**src/acc_pkg.sv**
```systemverilog
// Package of constants for the converter conversion control block
package acc_pkg;
  // Mode register field positions
  localparam int unsigned MODE_START_BIT = 7;
  localparam int unsigned MODE_ENABLE_BIT = 0;
  localparam int unsigned MODE_TSEL_LSB = 3;
  localparam int unsigned MODE_TSEL_W = 3;
  // Reset values
  localparam logic [7:0] MODE_RESET = 8'h00;
  localparam logic [1:0] CHAN_RESET = 2'h0;
  localparam logic [9:0] RESULT_RESET = 10'h000;
  // Settling time after enable, in ns, and the least cycle count
  localparam int unsigned SYS_CLK_HZ = 20000000;
  localparam int unsigned SETTLE_NS = 1000;
  localparam int unsigned SETTLE_CYC = (SETTLE_NS * (SYS_CLK_HZ / 1000000) + 999) / 1000;
  // Step period at selector code 0, in clock cycles, halved per code down to one cycle at codes 4 to 7
  localparam int unsigned CONV_BASE_CYC = 16;
  localparam int unsigned RES_W = 10;
  typedef enum logic [1:0] {
    ACC_OFF = 2'b00,
    ACC_WAIT = 2'b01,
    ACC_CONV = 2'b10
  } acc_state_t;
endpackage

```
**src/acc_conv_ctrl.sv**
```systemverilog
// Conversion control for a four-channel successive-approximation converter
//
// How it works
// - Channel write leaves done flag untouched
// - Old-channel result may land before rewrite
// - Early start marks first result suspect
// - Mode or channel write spoils results
// - Enable without start gives waiting mode
// - Result read defers pending store
// - Register write beats conversion end
// - Bits 5..3 select conversion time
`timescale 1ns/1ps
`default_nettype none
module acc_conv_ctrl
  import acc_pkg::*;
#(
  parameter int unsigned SETTLE_CYCLES = acc_pkg::SETTLE_CYC
) (
  input wire logic sys_clk,
  input wire logic rst_n,
  input wire logic [7:0] modeWrData,
  input wire logic modeWrEn,
  input wire logic [1:0] chanWrData,
  input wire logic chanWrEn,
  input wire logic doneFlagClr,
  input wire logic resultRdEn,
  input wire logic cmpHigh,
  output logic [7:0] converter_mode_reg,
  output logic [1:0] channel_select_reg,
  output logic [acc_pkg::RES_W-1:0] result_word_reg,
  output logic [7:0] result_high_byte_reg,
  output logic conversion_done_flag,
  output logic conversion_end_irq,
  output logic firstSuspect,
  output logic comparatorOn,
  output logic [acc_pkg::RES_W-1:0] dacTrial
);
  import acc_pkg::*;

  // Step period in cycles per selector code
  function automatic logic [7:0] convPeriod(input logic [2:0] sel);
    convPeriod = 8'(CONV_BASE_CYC) >> sel;
  endfunction

  acc_state_t state_q, state_d;
  logic [7:0] mode_q, mode_d;
  logic [1:0] chan_q, chan_d;
  logic [RES_W-1:0] res_q, res_d, pend_q, pend_d;
  logic pendV_q, pendV_d, flag_q, flag_d, irq_q, irq_d, sus_q, sus_d, cmpOn_q;
  logic [15:0] settle_q, settle_d;
  logic [7:0] div_q, div_d;
  logic coreGo, coreAbort, coreStep, coreBusy, coreDone, regWr, startBit, enBit;
  logic [RES_W-1:0] coreTrial;

  assign startBit = mode_q[MODE_START_BIT];
  assign enBit = mode_q[MODE_ENABLE_BIT];
  assign regWr = modeWrEn | chanWrEn;

  // Step divider paced by the time selector
  always_comb begin
    coreStep = 1'b0;
    div_d = div_q;
    if (!coreBusy || coreGo) begin
      div_d = 8'h00;
    end else if (div_q + 8'h01 >= convPeriod(mode_q[MODE_TSEL_LSB +: MODE_TSEL_W])) begin
      div_d = 8'h00;
      coreStep = 1'b1;
    end else begin
      div_d = div_q + 8'h01;
    end
  end

  // Mode state, restarts, settle tracking and result handling
  always_comb begin
    state_d = state_q;
    mode_d = mode_q;
    chan_d = chan_q;
    res_d = res_q;
    pend_d = pend_q;
    pendV_d = pendV_q;
    flag_d = flag_q;
    irq_d = 1'b0;
    sus_d = sus_q;
    settle_d = settle_q;
    coreGo = 1'b0;
    coreAbort = 1'b0;
    if (modeWrEn) mode_d = modeWrData;
    if (chanWrEn) chan_d = chanWrData; // flag not touched here
    // Settle counter restarts when enable rises
    if (!enBit) settle_d = 16'h0000;
    else if (settle_q < 16'(SETTLE_CYCLES)) settle_d = settle_q + 16'h0001;
    // Waiting mode when enabled but not started
    unique case (state_q)
      ACC_OFF: if (enBit) state_d = ACC_WAIT;
      ACC_WAIT: if (!enBit) state_d = ACC_OFF;
      ACC_CONV: if (!startBit) state_d = enBit ? ACC_WAIT : ACC_OFF;
    endcase
    if (modeWrEn && modeWrData[MODE_START_BIT] && !startBit) begin
      // Early start or start while disabled
      sus_d = !enBit || !modeWrData[MODE_ENABLE_BIT] || settle_q < 16'(SETTLE_CYCLES);
    end
    // Any write aborts the conversion, restarts it if start is set, and spoils results
    if (regWr) begin
      coreAbort = 1'b1;
      res_d = '0;
      pendV_d = 1'b0;
      if ((modeWrEn ? modeWrData[MODE_START_BIT] : startBit)) state_d = ACC_CONV;
    end else if (state_q == ACC_CONV && startBit && !coreBusy && !coreDone) begin
      coreGo = 1'b1;
    end
    // Conversion end, dropped if a register write collides
    if (coreDone && !regWr && state_q == ACC_CONV) begin
      if (resultRdEn) begin
        pend_d = coreTrial;
        pendV_d = 1'b1;
      end else begin
        res_d = coreTrial;
        pendV_d = 1'b0; // A fresh store outranks an older deferred one
      end
      flag_d = 1'b1;
      irq_d = 1'b1;
      if (sus_q && !resultRdEn) sus_d = sus_q;
    end else if (pendV_q && !resultRdEn && !regWr) begin
      res_d = pend_q;
      pendV_d = 1'b0;
    end
    if (doneFlagClr && !(coreDone && !regWr && state_q == ACC_CONV)) flag_d = 1'b0;
  end

  acc_sar_core #(
    .RES_W(RES_W)
  ) u_core (
    .sys_clk(sys_clk),
    .rst_n(rst_n),
    .go(coreGo),
    .abort(coreAbort),
    .stepEn(coreStep),
    .cmpHigh(cmpHigh),
    .trial(coreTrial),
    .busy(coreBusy),
    .doneP(coreDone)
  );

  // State registers
  always_ff @(posedge sys_clk or negedge rst_n) begin
    if (!rst_n) begin
      state_q <= ACC_OFF;
      mode_q <= MODE_RESET;
      chan_q <= CHAN_RESET;
      res_q <= RESULT_RESET;
      pend_q <= RESULT_RESET;
      pendV_q <= 1'b0;
      flag_q <= 1'b0;
      irq_q <= 1'b0;
      sus_q <= 1'b0;
      settle_q <= 16'h0000;
      div_q <= 8'h00;
      cmpOn_q <= 1'b0;
    end else begin
      state_q <= state_d;
      mode_q <= mode_d;
      chan_q <= chan_d;
      res_q <= res_d;
      pend_q <= pend_d;
      pendV_q <= pendV_d;
      flag_q <= flag_d;
      irq_q <= irq_d;
      sus_q <= sus_d;
      settle_q <= settle_d;
      div_q <= div_d;
      cmpOn_q <= (state_d != ACC_OFF);
    end
  end

  // Outputs straight from their registers
  assign converter_mode_reg = mode_q;
  assign channel_select_reg = chan_q;
  assign result_word_reg = res_q;
  assign result_high_byte_reg = res_q[RES_W-1 -: 8];
  assign conversion_done_flag = flag_q;
  assign conversion_end_irq = irq_q;
  assign firstSuspect = sus_q;
  assign comparatorOn = cmpOn_q;
  assign dacTrial = coreTrial; // Core trial flop, so the comparator never lags a step

  // Checks
  a_chan_keeps_flag: assert property (@(posedge sys_clk) disable iff (!rst_n)
    chanWrEn && !modeWrEn && !doneFlagClr && flag_q |=> flag_q)
    else $error("channel write cleared done flag");
  a_write_blocks_irq: assert property (@(posedge sys_clk) disable iff (!rst_n)
    regWr |=> !irq_q)
    else $error("irq raised on colliding write");
  a_end_sets_all: assert property (@(posedge sys_clk) disable iff (!rst_n)
    $rose(irq_q) |-> flag_q)
    else $error("irq without done flag");
  a_write_spoils_res: assert property (@(posedge sys_clk) disable iff (!rst_n)
    regWr |=> res_q == RESULT_RESET)
    else $error("result kept after mode or channel write");
  a_read_defers_store: assert property (@(posedge sys_clk) disable iff (!rst_n)
    coreDone && resultRdEn && !regWr && state_q == ACC_CONV |=> $stable(res_q) && pendV_q)
    else $error("store not deferred during read");
  a_wait_mode_cmp: assert property (@(posedge sys_clk) disable iff (!rst_n)
    state_q == ACC_WAIT |-> comparatorOn && !coreBusy && !startBit)
    else $error("waiting mode wrong");
  a_early_start_sus: assert property (@(posedge sys_clk) disable iff (!rst_n)
    modeWrEn && modeWrData[MODE_START_BIT] && !startBit && !enBit |=> sus_q)
    else $error("early start not marked");
  a_flag_set_wins: assert property (@(posedge sys_clk) disable iff (!rst_n)
    coreDone && !regWr && state_q == ACC_CONV |=> flag_q)
    else $error("done flag lost");
  c_conv_end: cover property (@(posedge sys_clk) disable iff (!rst_n) irq_q);
  c_read_collide: cover property (@(posedge sys_clk) disable iff (!rst_n)
    coreDone && resultRdEn);
  c_write_collide: cover property (@(posedge sys_clk) disable iff (!rst_n) coreDone && regWr);
  c_wait_mode: cover property (@(posedge sys_clk) disable iff (!rst_n) state_q == ACC_WAIT);
endmodule
`default_nettype wire

```
**src/acc_sar_core.sv**
```systemverilog
// Successive-approximation step engine for one conversion
`timescale 1ns/1ps
`default_nettype none
module acc_sar_core #(
  parameter int unsigned RES_W = 10
) (
  input wire logic sys_clk,
  input wire logic rst_n,
  input wire logic go,
  input wire logic abort,
  input wire logic stepEn,
  input wire logic cmpHigh,
  output logic [RES_W-1:0] trial,
  output logic busy,
  output logic doneP
);
  logic [RES_W-1:0] trial_q, trial_d, bit_q, bit_d;
  logic busy_q, busy_d, done_q, done_d;

  // Bit walk from MSB to LSB, one bit per step
  always_comb begin
    trial_d = trial_q;
    bit_d = bit_q;
    busy_d = busy_q;
    done_d = 1'b0;
    if (abort) begin
      busy_d = 1'b0;
    end else if (go) begin
      busy_d = 1'b1;
      bit_d = {1'b1, {(RES_W-1){1'b0}}};
      trial_d = {1'b1, {(RES_W-1){1'b0}}};
    end else if (busy_q && stepEn) begin
      if (!cmpHigh) trial_d = trial_q & ~bit_q;
      bit_d = bit_q >> 1;
      trial_d = trial_d | (bit_q >> 1);
      if (bit_q[0]) begin
        busy_d = 1'b0;
        done_d = 1'b1;
      end
    end
  end

  always_ff @(posedge sys_clk or negedge rst_n) begin
    if (!rst_n) begin
      trial_q <= '0;
      bit_q <= '0;
      busy_q <= 1'b0;
      done_q <= 1'b0;
    end else begin
      trial_q <= trial_d;
      bit_q <= bit_d;
      busy_q <= busy_d;
      done_q <= done_d;
    end
  end

  assign trial = trial_q;
  assign busy = busy_q;
  assign doneP = done_q;
endmodule
`default_nettype wire
```
**config.mk**
```make
export PLATFORM = sky130hd
export DESIGN_NAME = acc_conv_ctrl
export DESIGN_NICKNAME = d
export VERILOG_FILES = /design/src/acc_pkg.sv /design/src/acc_conv_ctrl.sv /design/src/acc_sar_core.sv
export SDC_FILE = /design/constraint.sdc
export NUM_CORES = 1
export LEC_CHECK = 0
export ABC_CLOCK_PERIOD_IN_PS = 3000
export BUFFER_PORTS_ARGS = -buffer_cell sky130_fd_sc_hd__buf_2
export CORE_UTILIZATION = 56
export DETAILED_ROUTE_END_ITERATION = 12
export PLACE_DENSITY = 0.81
export RECOVER_POWER = 100
export SETUP_SLACK_MARGIN = 0.5
export SLEW_MARGIN = 15
export SYNTH_ARGS = -nofsm -noshare
export SYNTH_HDL_FRONTEND = slang
export SYNTH_HIERARCHICAL = 1
export SYNTH_SLANG_ARGS = --single-unit
```
**constraint.sdc**
```tcl
create_clock -name sys_clk -period 3 [get_ports sys_clk]
set_input_delay 0.6 -clock sys_clk [delete_from_list [all_inputs] [get_ports sys_clk]]
set_output_delay 0.6 -clock sys_clk [all_outputs]
set_load 0.01 [all_outputs]
```
; Word-level counts from Yosys, hierarchy flattened
; Cells that the tools add are included.
[word_totals]
output_inout_bits = 42
regBits = 83
wordCells = 110
[classes]
n_mux = 47
eq_ne = 4
reduce_logical = 33
magnitude_cmp = 2
n_addsub = 2
shift = 1
bitwise_logic = 5
[op_table]
columns = op, n
row1 = 2-to-1 mux 10 bit, 12
row2 = 2-to-1 mux 16 bit, 2
row3 = 2-to-1 mux 1 bit, 25
row4 = adder 16 x 1 -> 16 bit (second input constant), 1
row5 = less-than comparator 16 x 5 -> 1 bit (second input constant), 1
row6 = 2-to-1 mux 8 bit, 2
row7 = logical AND 1 bit, 12
row8 = AND 10 bit, 1
row9 = 2-to-1 mux 2 bit, 5
row10 = inverter 10 bit, 1
row11 = bitwise OR 10 x 9 -> 10 bit, 1
row12 = nonzero test 3 bit, 3
row13 = adder 8 x 1 -> 8 bit (second input constant), 1
row14 = >= comparator 8 bit, 1
row15 = logical NOT 1 bit, 8
row16 = right shift 5 x 3 -> 8 bit (first input constant), 1
row17 = one-hot mux 2 bit (3 select lines), 1
row18 = AND reduction 2 bit, 3
row19 = nonzero test 2 bit, 3
row20 = logical OR 1 bit, 3
row21 = equality test 2 x 1 -> 1 bit (second input constant), 1
row22 = equality test 2 bit (second input constant), 1
row23 = logical NOT 2 bit, 1
row24 = inequality test 2 x 1 -> 1 bit (second input constant), 1
row25 = other kinds (3), 3

; Longest topological paths before layout
[depth]
depth_word = 15
depth_mapped = 12
ltp_nobuf = 10

; Cells and area by module
; Netlist, hierarchy kept.
[modules_own_cells]
columns = module, n_inst, cells_per_inst, area_per_inst_um2
row1 = acc_conv_ctrl, 1, 237, 2683.8
row2 = acc_sar_core, 1, 78, 979.7

; Worst setup path after synthesis
; Ideal clock, no wire load.
[synth_path]
path_kind = reg-to-reg
start = register mode_q[5] (netlist: converter_mode_reg[5])
end = register u_core.trial_q[5] (netlist: u_core/trial[5])
stages_incl_launch_ff = 12
t_required_ns = 2.874
t_arrival_ns = 2.539
path_buffers = 2
setup_ns = 0.126
period_less_slack_ns = 2.665
path_slack_ns = 0.335
cell_sequence = dfrtp_1 > or3b_2 > ha_1 > o21ai_0 > o21a_1 > o21ai_0 > o21a_1 > a21oi_2 > or2_1 > buf_6 > buf_8 > a221o_1
[synth_via]
elab_chain_cells = 7
[synth_rtl]
columns = item, line
row1 = start: declaration, acc_conv_ctrl.sv:46  ; logic [7:0] mode_q, mode_d;
row2 = start signal: assignment, acc_conv_ctrl.sv:161  ; mode_q <= mode_d;
row3 = right shift 5 x 3 -> 8 bit, acc_conv_ctrl.sv:42  ; convPeriod = 8'(CONV_BASE_CYC) >> sel;
row4 = >= comparator 8 bit, acc_conv_ctrl.sv:65  ; end else if (div_q + 8'h01 >= convPeriod(mode_q[MODE_TSEL_LSB +: MODE_TSEL_W])) begin
row5 = 2-to-1 mux 1 bit, acc_conv_ctrl.sv:65
row6 = 2-to-1 mux 1 bit, acc_conv_ctrl.sv:63  ; if (!coreBusy || coreGo) begin
row7 = named net coreStep, acc_conv_ctrl.sv:52  ; logic coreGo, coreAbort, coreStep, coreBusy, coreDone, regWr, startBit, enBit;
row8 = logical AND 1 bit, acc_sar_core.sv:32  ; end else if (busy_q && stepEn) begin
row9 = nonzero test 2 bit (no line), -
row10 = AND reduction 2 bit (no line), -
row11 = end signal: assignment, acc_sar_core.sv:50  ; trial_q <= trial_d;
row12 = end: declaration, acc_sar_core.sv:17  ; logic [RES_W-1:0] trial_q, trial_d, bit_q, bit_d;
; The timed path passes the listed nets, and every way through them passes these cells.
; A chain may end at the register's enable or synchronous reset.

; Final worst setup path
[layout_path]
start = register mode_q[3] (netlist: converter_mode_reg[3])
end = register u_core.trial_q[7] (netlist: u_core/trial[7])
; Same word-level chain as after synthesis.

==> run_results.csv <==
group,metric,value,unit
clock_tree,cts-htree-levels,3,
timing,timing.final.crit_share,90.1,%
critical_path,worstPathArrival,2950,ps
synth,synth_edf_count,0,
synth,synth_xor_area_share,0.956,%
grt,groute.usage.overall,22.3,%
route,first_pass_iters,4,
timing,tns,0,ps
power,ir_drop,0.308,mV
outcome,status,"finished, violations left",
final_layout,fill_cells,514,
synth,synthAdderAreaFrac,3.07,%
critical_path,reg2regPathDepth,9,
synth,yosys.area_share.simple,15.4,%
floorplanning,coreArea,6350,sq um
critical_path,critical_path.startpoint,"converter_mode_reg[3]$_DFFE_PN0P_",
final_layout,antenna_cells,0,
synth,synthCells,315,
grt,grt_max_degree,37,
timing,slew_violations,37,
timing,clock.fmax,370,MHz
grt,grt_pass1_wl,12.1,mm
route,ant_nets,0,
synth,synth_top_family_by_area,"simple AND/OR/NAND/NOR gates",
synth,synthMuxAreaShare,5.81,%
synth,synthTopCellsByArea,"dfrtp_1 (57%), mux2_2 (5.5%), ha_1 (3.1%)",
critical_path,crit_type,"flip-flop to flip-flop",
run,max-cap-violations,1,
route,drc_errors,0,
final_layout,largest_reg_flops,16,
grt,grt.overflow.total,0,
critical_path,crit_path_frequent_cell,"o21ai_0",
synth,yosys-top-cells-count,"dfrtp_1 (83), nor2_1 (21), mux2_2 (18)",
placement,io_buffers,58,
route,routedWlPerCell,15.7,um
critical_path,rrSetupSlack,300,ps
critical_path,cp_data_required_time,3250,ps
placement,place_congestion,0.844,
floorplanning,start_util,57.7,%
floorplanning,dieWidth,82.9,um
clock_tree,clock-root-buffer,"clkbuf_8",
grt,antenna_found_initial,0,
final_layout,nets,407,
grt,grt_pass1_vias,2569,
power,p_per_area,523,nW/um^2
route,wl,7.29,mm
synth,yosysTopAreaCell,"dfrtp_1",
critical_path,timing.rr.start,"converter_mode_reg[3]$_DFFE_PN0P_",
clock_tree,clk_latency,350,ps
synth,synth_compound_area_share,13.5,%
critical_path,crit_path_max_incr_delay,490,ps
clock_tree,cts_tree,"built",
route,vias,2686,
critical_path,cp_cell_sequence,"or3b_1, ha_2, o21ai_0, o21a_1, o21ai_0, o21a_2, nand2_1, or4b_1, a32o_1",
final_layout,final_cells,463,
timing,finClkSkew,11.5,ps
power,finalPower,2.18,mW
floorplanning,die_h,82.9,um
final_layout,regArea,2080,sq um
route,drt-initial-drc-count,113,
timing,final_hold_viol_count,0,
final_layout,layout-drive-gt1-share,21.0,%
floorplanning,num_rows,29,
clock_tree,cts_hold_buf,0,
final_layout,top_register,"settle_q",
placement,hpwl,4.89,mm
hold_path,min_to,"conversion_done_flag$_DFFE_PN0P_",
floorplanning,die_area,6870,sq um
synth,yosys_most_used_dff,"dfrtp_1",
clock_tree,clk_pin_slew,90,ps
synth,synth_cell_types,47,
timing,min_period,2700,ps
critical_path,slowest_stage,"or4b_1",
hold_path,hold_depth,2,
hold_path,min_from,"doneFlagClr",
critical_path,crit_fanout,5,
outcome,violations,"capacitance limit, slew limit",
power,p_leak,1.93,nW
clock_tree,clockBufferDepth,2,
synth,yosysSeqAreaShare,56.7,%
clock_tree,cts_made_buffers,9,
critical_path,endpoint_kind,"flip-flop",
critical_path,critPathLaunchType,"flip-flop",
synth,ys_warn_count,6,
floorplanning,io_pins,59,
route,routed_via_density,5.80,
synth,yosys_register_bits,83,
synth,yosys.area.top_type_share,56.7,%
synth,avgSynthCellArea,11.6,sq um
timing,slew_headroom,-20.3,%
hold_path,hold_class,"primary input to flip-flop",
timing,setup_viol_count_final,0,
placement,dp_cells,440,
timing,tightest_slew,1800,ps
synth,synthesis.area,3660,sq um
clock_tree,clock-sinks,83,
final_layout,area_growth,13.8,%
final_layout,multi_input_comb_area,1470,sq um
final_layout,utilization,65.7,%
synth,yosysMostFrequentCell,"dfrtp_1",
synth,postSynth.asyncResetShare,100,%
timing,rsz0062_at_grt,"yes",
critical_path,r2r-end,"u_core/trial[7]$_DFFE_PN0P_",
## cells in the final DEF, fill, tap and decap left out, types with 9 or more instances in the layout
master,count
a21oi_1,17
buf_2,15
clkbuf_1,46
clkbuf_8,10
dfrtp_1,80
inv_1,9
mux2_2,18
nand2_1,17
nand2b_1,9
nor2_1,22
o21ai_0,14
o22ai_1,10
## final cells by class
| cell class | count | share of cell area (%) |
|---|---|---|
| Clock buffer | 11 | 3.39 |
| Timing Repair Buffer | 69 | 7.35 |
| Inverter | 9 | 0.810 |
| Multi-Input combinational cell | 209 | 35.3 |
| Clock inverter | 5 | 0.900 |
| Sequential cell | 83 | 49.9 |
| Tap cell | 77 | 2.31 |
## metrics by stage
step           cell area (sq um)  worst slack (ps)  hold slack, ps
4_1_cts                     4220               430             187
6_report                    4170               297             441
2_1_floorplan               3690               419             304
3_5_place_dp                3990               215             472
3_3_place_gp                3990               317             470
5_1_grt                     4170               194             438
## logic make-up (layout without fill, tap and decap cells)
kind of cell | after synthesis | count (layout)
AND/OR/NAND/NOR | 103 | 104
flip-flops | 83 | 83
AO/OA/AOI/OAI | 70 | 70
buffers and inverters | 26 | 94
multiplexers | 19 | 19
adder cells (fa/ha/maj) | 9 | 9
XOR/XNOR | 4 | 4
other | 1 | 3
## layer usage
metal / vias up / wire length (um) / GRT usage, %
met4: 0 / 165 / 11.3
met5: - / 0 / 0
met1: 1330 / 3340 / 29.5
met2: 79 / 3520 / 34.9
li1: 1259 / - / -
met3: 18 / 261 / 4.77
## critical path: cells and delay by family (launching register included)
family	cells	cell delay, ps
flops	1	440
fa+ha+maj	1	330
simple gates	3	980
compound gates	5	870
## report_power, final
part | internal [mW] | switching, mW | total, mW
clock | 0.326 | 0.401 | 0.728
sequential | 1.16 | 0.0426 | 1.21
combinational | 0.104 | 0.141 | 0.245
total | 1.59 | 0.585 | 2.18
## how the worst max path moves through the flow
| stage | slack, ps | to | depth (start not counted) |
|---|---|---|---|
| final | 300 | u_core/trial[7]$_DFFE_PN0P_ | 9 |
| after global routing | 190 | u_core/trial[7]$_DFFE_PN0P_ | 9 |
| after CTS | 430 | u_core/trial[7]$_DFFE_PN0P_ | 9 |
| after detailed placement | 210 | u_core/trial[0]$_DFFE_PN0P_ | 10 |
| after global placement | 320 | u_core/trial[0]$_DFFE_PN0P_ | 10 |
| after floorplan | 420 | u_core/trial[5]$_DFFE_PN0P_ | 11 |
## timing repair
action                     CTS  global route
pin swaps                    1             1
hold endpoints to repair     0             0
buffers inserted             2             4
setup endpoints to repair   18            19
gates resized for setup      8             2
cloned                       1             0
Note: power is estimated with default switching activity, not from simulation.
